**src/shared/tec_pkg.sv**
```systemverilog
// Constants, register map and field layout for the 8-bit timer/event counter.
// Function
// Counter is an 8-bit software-programmable up-counter.
// Internal count clock is slow oscillator divided by one to 128.
// Reading the count register returns the running counter, not the preload.
// Event mode counts transitions on the count input pin.
// Timer mode counts the prescaled internal clock.
// Capture mode counts internal clock during a high or low input pulse.
// Event and timer modes count on from the current value past all-ones.
// Every overflow reloads from preload and sets the overflow request flag.
// Capture starts on the selected edge, stops and clears run on return.
// After one capture the count is held until run is set again.
// Capture starts only on a transition, never on a level already present.
// Overflow during capture reloads and flags as in other modes.
// Count only while run is set; hardware clears run only in capture.
// Counter overflow is a wake-up event.
// Write while stopped loads both preload and counter.
// Write while running loads only preload; counter picks it up at overflow.
// Counting clock is blocked during a count register read.
// Software should write a start value before first enabling the counter.
// Software should enable then disable the counter once before first use.
// Mode codes: 00 unused, 01 event, 10 timer, 11 capture.
// Event mode edge select 0 counts rising, 1 counts falling edges.
// Prescale code 000 divides by one up to 111 dividing by 128.
// Event counting continues in low-power modes and its overflow wakes.
// Count input is synchronised and edges taken from synchronised samples.
package tec_pkg;
    localparam logic [11:0] count_value_addr = 12'h000;
    localparam logic [11:0] counter_control_addr = 12'h004;
    localparam logic [11:0] flag_addr = 12'h008;
    localparam int mode_hi_bit = 7;
    localparam int mode_lo_bit = 6;
    localparam int run_bit = 4;
    localparam int edge_bit = 3;
    localparam int psc_hi_bit = 2;
    localparam logic [7:0] control_reset = 8'h08;
    localparam logic [7:0] count_reset = 8'h00;
    localparam logic [1:0] mode_unused = 2'h0;
    localparam logic [1:0] mode_event = 2'h1;
    localparam logic [1:0] mode_timer = 2'h2;
    localparam logic [1:0] mode_capture = 2'h3;
    localparam logic [7:0] count_all_ones = 8'hff;
    localparam int psc_width = 7;
    localparam logic [7:0] control_write_mask = 8'hdf;
    typedef enum logic [2:0] {
        cap_idle = 3'b001,
        cap_arm = 3'b010,
        cap_count = 3'b100
    } cap_state_e;
endpackage

```
**src/hw/timer_event_counter_8bit.sv**
```systemverilog
// Eight-bit timer/event counter with preload, prescaler, capture mode and APB slave.
`timescale 1ns/10ps
`default_nettype none
module timer_event_counter_8bit (
    input wire logic mclk,
    input wire logic sys_rst,
    input wire logic slow_osc_tick,
    input wire logic count_input_pin,
    input wire logic psel,
    input wire logic penable,
    input wire logic pwrite,
    input wire logic [11:0] paddr,
    input wire logic [31:0] pwdata,
    output logic [31:0] prdata,
    output logic pready,
    output logic pslverr,
    output logic overflow_request_flag,
    output logic wake_pulse
);
    import tec_pkg::*;

    // Registers and next values.
    logic [7:0] count_ff, nxt_count;
    logic [7:0] preload_ff, nxt_preload;
    logic [7:0] ctrl_ff, nxt_ctrl;
    logic flag_ff, nxt_flag;
    logic wake_ff, nxt_wake;
    logic [31:0] rdata_ff, nxt_rdata;
    logic ready_ff, nxt_ready;
    logic err_ff, nxt_err;
    logic [psc_width-1:0] psc_ff, nxt_psc;
    logic pin_s1_ff, pin_s2_ff, pin_s3_ff;
    logic tick_ff, nxt_tick;
    cap_state_e cap_ff, nxt_cap;

    logic [1:0] mode;
    logic run;
    logic edge_sel;
    logic [2:0] psc_code;
    logic rise, fall;
    logic setup_ph, wr_acc, rd_acc;
    logic count_en;
    logic ovf;
    logic int_tick;
    logic cap_start, cap_stop;

    assign mode = ctrl_ff[mode_hi_bit:mode_lo_bit];
    assign run = ctrl_ff[run_bit];
    assign edge_sel = ctrl_ff[edge_bit];
    assign psc_code = ctrl_ff[psc_hi_bit:0];

    // The first stage feeds only the second; edges come from stages two and three.
    // The stages reset low, so a pin that idles high shows one false rise after reset.
    logic nxt_pin_s1, nxt_pin_s2, nxt_pin_s3;
    always_comb begin
        nxt_pin_s1 = count_input_pin;
        nxt_pin_s2 = pin_s1_ff;
        nxt_pin_s3 = pin_s2_ff;
    end
    always_ff @(posedge mclk) begin
        if (sys_rst) begin
            pin_s1_ff <= 1'b0;
            pin_s2_ff <= 1'b0;
            pin_s3_ff <= 1'b0;
        end else begin
            pin_s1_ff <= nxt_pin_s1;
            pin_s2_ff <= nxt_pin_s2;
            pin_s3_ff <= nxt_pin_s3;
        end
    end
    assign rise = pin_s2_ff & ~pin_s3_ff;
    assign fall = ~pin_s2_ff & pin_s3_ff;

    // Prescaler: divide-by-2^n pulse built on oscillator ticks.
    logic [psc_width-1:0] psc_mask;
    always_comb begin
        psc_mask = (7'h1 << psc_code) - 7'h1;
        nxt_psc = psc_ff;
        nxt_tick = 1'b0;
        if (slow_osc_tick) begin
            nxt_psc = psc_ff + 7'h1;
            // A tick leaves when the low code bits are all ones, so code zero passes every tick.
            nxt_tick = (psc_ff & psc_mask) == psc_mask;
        end
    end
    assign int_tick = tick_ff;

    // APB decode: accesses complete in the first access cycle, with no wait state after setup.
    assign setup_ph = psel & ~penable;
    assign wr_acc = psel & penable & pwrite & ready_ff;
    assign rd_acc = psel & penable & ~pwrite;

    // Capture sequencing.
    always_comb begin
        nxt_cap = cap_ff;
        cap_start = 1'b0;
        cap_stop = 1'b0;
        unique case (cap_ff)
            cap_idle: begin
                if (mode == mode_capture && run) begin
                    nxt_cap = cap_arm;
                end
            end
            cap_arm: begin
                if (mode != mode_capture || !run) begin
                    nxt_cap = cap_idle;
                end else if ((edge_sel && rise) || (!edge_sel && fall)) begin
                    nxt_cap = cap_count;
                    cap_start = 1'b1;
                end
            end
            cap_count: begin
                if (mode != mode_capture || !run) begin
                    nxt_cap = cap_idle;
                end else if ((edge_sel && fall) || (!edge_sel && rise)) begin
                    nxt_cap = cap_idle;
                    cap_stop = 1'b1;
                end
            end
        endcase
    end

    // Counting enable per mode; a read in progress holds the count still.
    always_comb begin
        count_en = 1'b0;
        if (run && !rd_acc) begin
            unique case (mode)
                mode_event: count_en = edge_sel ? fall : rise;
                mode_timer: count_en = int_tick;
                mode_capture: count_en = int_tick && cap_ff == cap_count && !cap_stop;
                mode_unused: count_en = 1'b0;
            endcase
        end
    end
    assign ovf = count_en && count_ff == count_all_ones;

    // Counter, preload, control and flag next values.
    always_comb begin
        nxt_count = count_ff;
        nxt_preload = preload_ff;
        nxt_ctrl = ctrl_ff;
        nxt_flag = flag_ff;
        nxt_wake = 1'b0;
        if (count_en) begin
            nxt_count = ovf ? preload_ff : count_ff + 8'h01;
        end
        if (cap_stop) begin
            nxt_ctrl[run_bit] = 1'b0;
        end
        if (wr_acc && paddr == count_value_addr) begin
            nxt_preload = pwdata[7:0];
            if (!run) begin
                nxt_count = pwdata[7:0];
            end
        end
        if (wr_acc && paddr == counter_control_addr) begin
            nxt_ctrl = pwdata[7:0] & control_write_mask;
        end
        // Software clears the flag by writing one; an overflow in the same cycle wins.
        if (wr_acc && paddr == flag_addr && pwdata[0]) begin
            nxt_flag = 1'b0;
        end
        if (ovf) begin
            nxt_flag = 1'b1;
            nxt_wake = 1'b1;
        end
    end

    // APB answer path.
    always_comb begin
        nxt_ready = setup_ph;
        nxt_err = 1'b0;
        nxt_rdata = 32'h0;
        if (setup_ph) begin
            unique case (paddr)
                count_value_addr: nxt_rdata = {24'h0, count_ff};
                counter_control_addr: nxt_rdata = {24'h0, ctrl_ff};
                flag_addr: nxt_rdata = {31'h0, flag_ff};
                default: nxt_err = 1'b1;
            endcase
        end else if (rd_acc && ready_ff) begin
            nxt_rdata = rdata_ff;
        end
    end

    // Counter group registers.
    always_ff @(posedge mclk) begin
        if (sys_rst) begin
            count_ff <= count_reset;
            preload_ff <= count_reset;
            ctrl_ff <= control_reset;
            flag_ff <= 1'b0;
            wake_ff <= 1'b0;
        end else begin
            count_ff <= nxt_count;
            preload_ff <= nxt_preload;
            ctrl_ff <= nxt_ctrl;
            flag_ff <= nxt_flag;
            wake_ff <= nxt_wake;
        end
    end

    // Bus answer registers; every bus output leaves straight from one of these.
    always_ff @(posedge mclk) begin
        if (sys_rst) begin
            rdata_ff <= 32'h0;
            ready_ff <= 1'b0;
            err_ff <= 1'b0;
        end else begin
            rdata_ff <= nxt_rdata;
            ready_ff <= nxt_ready;
            err_ff <= nxt_err;
        end
    end

    // Prescaler registers.
    always_ff @(posedge mclk) begin
        if (sys_rst) begin
            psc_ff <= 7'h0;
            tick_ff <= 1'b0;
        end else begin
            psc_ff <= nxt_psc;
            tick_ff <= nxt_tick;
        end
    end

    // Capture sequencer register.
    always_ff @(posedge mclk) begin
        if (sys_rst) begin
            cap_ff <= cap_idle;
        end else begin
            cap_ff <= nxt_cap;
        end
    end

    assign prdata = rdata_ff;
    assign pready = ready_ff;
    assign pslverr = err_ff;
    assign overflow_request_flag = flag_ff;
    assign wake_pulse = wake_ff;

    overflow_reload_a: assert property (@(posedge mclk) disable iff (sys_rst)
        ovf |=> count_ff == $past(preload_ff) && flag_ff)
        else $error("Overflow did not reload and flag.");
    overflow_wake_a: assert property (@(posedge mclk) disable iff (sys_rst)
        ovf |=> wake_pulse)
        else $error("Overflow did not wake.");
    read_block_a: assert property (@(posedge mclk) disable iff (sys_rst)
        (rd_acc && !(wr_acc && paddr == count_value_addr)) |=> $stable(count_ff))
        else $error("Counter moved during read.");
    stopped_hold_a: assert property (@(posedge mclk) disable iff (sys_rst)
        (!run && !wr_acc) |=> $stable(count_ff))
        else $error("Counter moved while stopped.");
    run_kept_a: assert property (@(posedge mclk) disable iff (sys_rst)
        (run && mode != mode_capture && !wr_acc) |=> run)
        else $error("Run bit cleared by hardware outside capture.");
    stopped_load_a: assert property (@(posedge mclk) disable iff (sys_rst)
        (wr_acc && paddr == count_value_addr && !run) |=> count_ff == $past(pwdata[7:0]))
        else $error("Stopped write did not load counter.");
    running_write_a: assert property (@(posedge mclk) disable iff (sys_rst)
        (wr_acc && paddr == count_value_addr && run && !count_en)
        |=> preload_ff == $past(pwdata[7:0]) && $stable(count_ff))
        else $error("Running write disturbed counter.");
    event_edge_a: assert property (@(posedge mclk) disable iff (sys_rst)
        (mode == mode_event && run && !rd_acc && !wr_acc && !edge_sel && rise
         && count_ff != count_all_ones) |=> count_ff == $past(count_ff) + 8'h01)
        else $error("Event edge not counted.");
    capture_stop_a: assert property (@(posedge mclk) disable iff (sys_rst)
        cap_stop && !wr_acc |=> !run)
        else $error("Capture end did not clear run.");
    capture_arm_a: assert property (@(posedge mclk) disable iff (sys_rst)
        (cap_ff == cap_arm && mode == mode_capture) |-> !count_en)
        else $error("Capture counted before start edge.");
    capture_idle_a: assert property (@(posedge mclk) disable iff (sys_rst)
        (cap_ff == cap_idle && mode == mode_capture) |-> !count_en)
        else $error("Capture counted after completion.");
    capture_start_a: assert property (@(posedge mclk) disable iff (sys_rst)
        (cap_ff == cap_arm && mode == mode_capture && run
         && ((edge_sel && rise) || (!edge_sel && fall))) |=> cap_ff == cap_count)
        else $error("Capture did not start on active edge.");
    capture_count_a: assert property (@(posedge mclk) disable iff (sys_rst)
        (cap_ff == cap_count && mode == mode_capture && run && int_tick && !cap_stop
         && !rd_acc && count_ff != count_all_ones) |=> count_ff == $past(count_ff) + 8'h01)
        else $error("Capture did not count internal tick.");
    capture_ovf_a: assert property (@(posedge mclk) disable iff (sys_rst)
        (ovf && mode == mode_capture) |=> flag_ff)
        else $error("Capture overflow not flagged.");
    timer_tick_a: assert property (@(posedge mclk) disable iff (sys_rst)
        (mode == mode_timer && run && !rd_acc && int_tick
         && count_ff != count_all_ones) |=> count_ff == $past(count_ff) + 8'h01)
        else $error("Timer tick not counted.");
    event_fall_a: assert property (@(posedge mclk) disable iff (sys_rst)
        (mode == mode_event && run && !rd_acc && edge_sel && fall
         && count_ff != count_all_ones) |=> count_ff == $past(count_ff) + 8'h01)
        else $error("Falling event edge not counted.");
    unused_hold_a: assert property (@(posedge mclk) disable iff (sys_rst)
        (mode == mode_unused && !wr_acc) |=> $stable(count_ff))
        else $error("Counter moved in unused mode.");
    wake_only_a: assert property (@(posedge mclk) disable iff (sys_rst)
        !ovf |=> !wake_pulse)
        else $error("Wake without overflow.");
    tick_source_a: assert property (@(posedge mclk) disable iff (sys_rst)
        int_tick |-> $past(slow_osc_tick))
        else $error("Internal tick without oscillator tick.");
    read_value_a: assert property (@(posedge mclk) disable iff (sys_rst)
        (setup_ph && !pwrite && paddr == count_value_addr) |=> prdata[7:0] == $past(count_ff))
        else $error("Count read did not return running counter.");
    ready_once_a: assert property (@(posedge mclk) disable iff (sys_rst)
        setup_ph |=> pready)
        else $error("Bus access not answered after setup.");
    ready_pulse_a: assert property (@(posedge mclk) disable iff (sys_rst)
        pready |=> !pready)
        else $error("Bus ready stood longer than one cycle.");
endmodule // timer_event_counter_8bit
`default_nettype wire

```
**config.mk**
```make
export PLATFORM = sky130hd
export DESIGN_NAME = timer_event_counter_8bit
export DESIGN_NICKNAME = d
export VERILOG_FILES = /design/src/shared/tec_pkg.sv /design/src/hw/timer_event_counter_8bit.sv
export SDC_FILE = /design/constraint.sdc
export NUM_CORES = 1
export LEC_CHECK = 0
export ABC_AREA = 0
export BUFFER_PORTS_ARGS = -buffer_cell sky130_fd_sc_hd__buf_2
export CAP_MARGIN = 15
export CORE_MARGIN = 1
export CORE_UTILIZATION = 30
export CTS_BUF_LIST = sky130_fd_sc_hd__clkbuf_16
export DETAILED_ROUTE_END_ITERATION = 10
export GPL_ROUTABILITY_DRIVEN = 0
export PLACE_DENSITY = 0.51
export RECOVER_POWER = 25
export SYNTH_ARGS = -nofsm -noshare
export SYNTH_HDL_FRONTEND = slang
export SYNTH_SLANG_ARGS = --single-unit
```
**constraint.sdc**
```tcl
create_clock -name mclk -period 2.05 [get_ports mclk]
set_clock_uncertainty 0.15 [all_clocks]
set_input_delay 0.1025 -clock mclk [delete_from_list [all_inputs] [get_ports mclk]]
set_output_delay 0.1025 -clock mclk [all_outputs]
set_load 0.02 [all_outputs]
```
==> impl_metrics.env <==
export IMPL_outcome="completed"
export IMPL_grtUsageTotal_pct=13.9
export IMPL_worstPathRequired_ns=2.07
export IMPL_dr_pass1_iters=4
export IMPL_fin_crit_ns=1.98
export IMPL_total_cell_area_at_the_placement_stage_mm2=0.00295
export IMPL_globalRouteMet3Util_pct=2.45
export IMPL_critical_path_cell_chain="and4b_1 > o311a_4 > and2_4 > and3_2 > a311o_1"
export IMPL_worst_setup_startpoint="nxt_pin_s3"
export IMPL_cts_max_level=2
export IMPL_grt_setup_unrepaired="yes"
export IMPL_gr_total_overflow=0
export IMPL_regToRegStartpoint="nxt_pin_s3"
export IMPL_tns_ns=0
export IMPL_dp_hpwl_um=4700
export IMPL_initial_core_util_pct=31.6
export IMPL_synthesis_area_mm2=0.00265
export IMPL_register_area_um2=981
export IMPL_via_count=2210
export IMPL_timing_fmax_mhz=505
export IMPL_wl_um=6290
export IMPL_drt_first_iter_violations=103
export IMPL_syn_to_final_growth_pct=20.7
export IMPL_detail_route_vias_per_cell=4.81
export IMPL_min_period_over_period_pct=96.5
export IMPL_std_cell_rows=33
export IMPL_post_synth_num_cell_types=66
export IMPL_vias_in_the_first_global_route=1952
export IMPL_grt_util_met1_pct=18.1
export IMPL_multi_input_area_mm2=0.00147
export IMPL_post_drt_wl_per_cell_um=13.7
export IMPL_hold_viol_final=0
export IMPL_crit_arrival_ns=2.00
export IMPL_setup_violations_final=0
export IMPL_antenna_violations_before_repair=0
export IMPL_cts_sinks=49
export IMPL_n_fill_cell=902
export IMPL_layout_common_cells="sky130_fd_sc_hd__dfxtp_1 (49), sky130_fd_sc_hd__nor2_1 (44), sky130_fd_sc_hd__buf_2 (29)"
export IMPL_grt_start_max_net_pins=22
export IMPL_clk_latency_worst_skew_pair_ns=0.28
export IMPL_yosys_warnings=0
export IMPL_hp_start="psel"
export IMPL_cell_chosen_for_the_clock_root="sky130_fd_sc_hd__clkbuf_16"
export IMPL_critPathSlowestCell="sky130_fd_sc_hd__dfxtp_1"
export IMPL_die_x_um=95.9
export IMPL_io_pins=87
export IMPL_ant_nets=0
export IMPL_yosys_most_used_dff="sky130_fd_sc_hd__dfxtp_1"
export IMPL_share_of_synthesized_area_occupied_by_flip_flops_and_latches_pct=37.1
export IMPL_commonest_non_fill_non_tap_cell_in_the_layout="sky130_fd_sc_hd__dfxtp_1"
export IMPL_cp_slowest_stage_delay_ns=0.43
export IMPL_grt_met2_usage_pct=23.6
export IMPL_tritoncts="done"
export IMPL_grt_pass1_wl_um=9690
export IMPL_asyncSetResetFlopFracSynth_pct=0
export IMPL_design_area_mm2=0.00319
export IMPL_final_net_count=406
export IMPL_fp_dieArea_mm2=0.00920
export IMPL_synth_edff_count=0
export IMPL_clk_pin_slew_ns=0.07
export IMPL_p_leak_uw=0.00127
export IMPL_drc=0
export IMPL_cts_post_setup_buffers_inserted=0
export IMPL_gr_max_usage_layer="met2"
export IMPL_slew_at_the_pin_closest_to_its_max_slew_limit_ns=1.02
export IMPL_post_route_cells_drive_above_1_share_pct=24.0
export IMPL_maxSlewViolCount=0
export IMPL_setup_worst_path_class="register to register"
export IMPL_ys_ff_latch=49
export IMPL_cts_path_max_buffers=2
export IMPL_detailedPlace_worstSlack_ns=0.0830
export IMPL_maxCapViolations=0
export IMPL_syn_area_per_cell_um2=9.06
export IMPL_diodes=0
export IMPL_vdd_drop_max_uv=348
export IMPL_hold_path_class="input port to register"
export IMPL_worst_setup_path_end_kind="register"
export IMPL_tritoncts_num_buffers=5
export IMPL_finalWorstSetupSlack_ns=0.0712
export IMPL_maximum_fanout_along_the_worst_path=12
export IMPL_power_density_mw_per_mm2=641
export IMPL_max_slew_margin_rel_pct=32.3
export IMPL_setup_worst_path_start_class="register"
export IMPL_core_area_mm2=0.00838
export IMPL_die_y_um=95.9
export IMPL_port_buffers=38
export IMPL_syn_inst=292
[per-stage QoR]
step           instances  utilization, %  hold slack, ns  total power [uW]
2_1_floorplan        315               -          0.0795              1120
3_3_place_gp         442            35.2           0.168              1130
3_5_place_dp         442            35.2           0.176              1130
4_1_cts              459            38.2          0.0103              2080
5_1_grt              459            38.1          0.0266              2120
6_report             459            38.1          0.0240              2050
[state kept, by name (all words and copies together) (netlist names)]
| register | flops |
|---|---|
| cap_ff | 3 |
| count_ff | 8 |
| ctrl_ff | 7 |
| int_tick | 1 |
| nxt_pin_s2 | 1 |
| nxt_pin_s3 | 1 |
| overflow_request_flag | 1 |
| pin_s3_ff | 1 |
| prdata | 8 |
| pready | 1 |
| preload_ff | 8 |
| psc_ff | 7 |
| pslverr | 1 |
| wake_pulse | 1 |
[where the power goes]
part / leakage (uW) / total [uW] / switching, uW / internal, uW
Combinational: 0.000796 / 149 / 98.9 / 50.3
Sequential: 0.000396 / 970 / 9.65 / 961
Clock: 0.0000775 / 928 / 357 / 572
[kinds of logic after synthesis]
family          Yosys count  synth area share [%]
compound gates           58                  16.8
xor+xnor                  5                  1.66
fa+ha+maj                 2                 0.946
buf+inv                  44                  10.9
flops                    49                  37.1
mux                      25                  9.79
other cells               1                 0.142
simple gates            108                  22.7
[synth_stat cells, types with 5 or more instances]
cell type                  n  share of area [%]
sky130_fd_sc_hd__a22oi_1   8                2.3
sky130_fd_sc_hd__a21oi_1  14                2.6
sky130_fd_sc_hd__nor2_1   44                6.2
sky130_fd_sc_hd__o21ai_0   5               0.95
sky130_fd_sc_hd__buf_4    24                6.8
sky130_fd_sc_hd__nand2_1  16                2.3
sky130_fd_sc_hd__dfxtp_1  49                 37
sky130_fd_sc_hd__inv_1     7               0.99
sky130_fd_sc_hd__nand4_1   5                1.2
sky130_fd_sc_hd__mux2_2    7                3.0
sky130_fd_sc_hd__mux2i_1  18                6.8
[final timing paths]
path              slack [ns]     endpoint  cells after the start
hold / removal          0.02       pready                      3
setup / recovery        0.07  count_ff[1]                      5
hold reg to reg         0.31   nxt_pin_s3                      1
setup reg to reg        0.07  count_ff[1]                      5
[critical path: cells and delay by family (launching register included)]
| family | cells | cell delay, ns |
|---|---|---|
| flops | 1 | 0.43 |
| compound gates | 2 | 0.66 |
| simple gates | 3 | 0.62 |
[final cells by class]
class,count,share of cell area [%]
inverters,7,0.823
flip-flops and latches,49,30.7
multi-input cells,222,45.9
clock buffers,5,3.92
repair buffers,68,13.2
clock inverters,3,1.29
well taps,105,4.11
[per-layer routing]
metal  up-vias  part of all wire, %  routed length [um]
li1       1124                    -                   -
met1      1024                   48                3010
met2        60                   47                2930
met3         2                  4.9                 305
met4         0                 0.57                  36
met5         -                    0                   0
[what timing repair did]
| item | 4_1_cts | 5_1_grt |
|---|---|---|
| hold endpoints to repair | 20 | 0 |
| endpoints found under the setup margin | 0 | 4 |
| resized for setup | 0 | 1 |
| hold buffers | 9 | 0 |
Note: power is estimated with default switching activity, not from simulation.
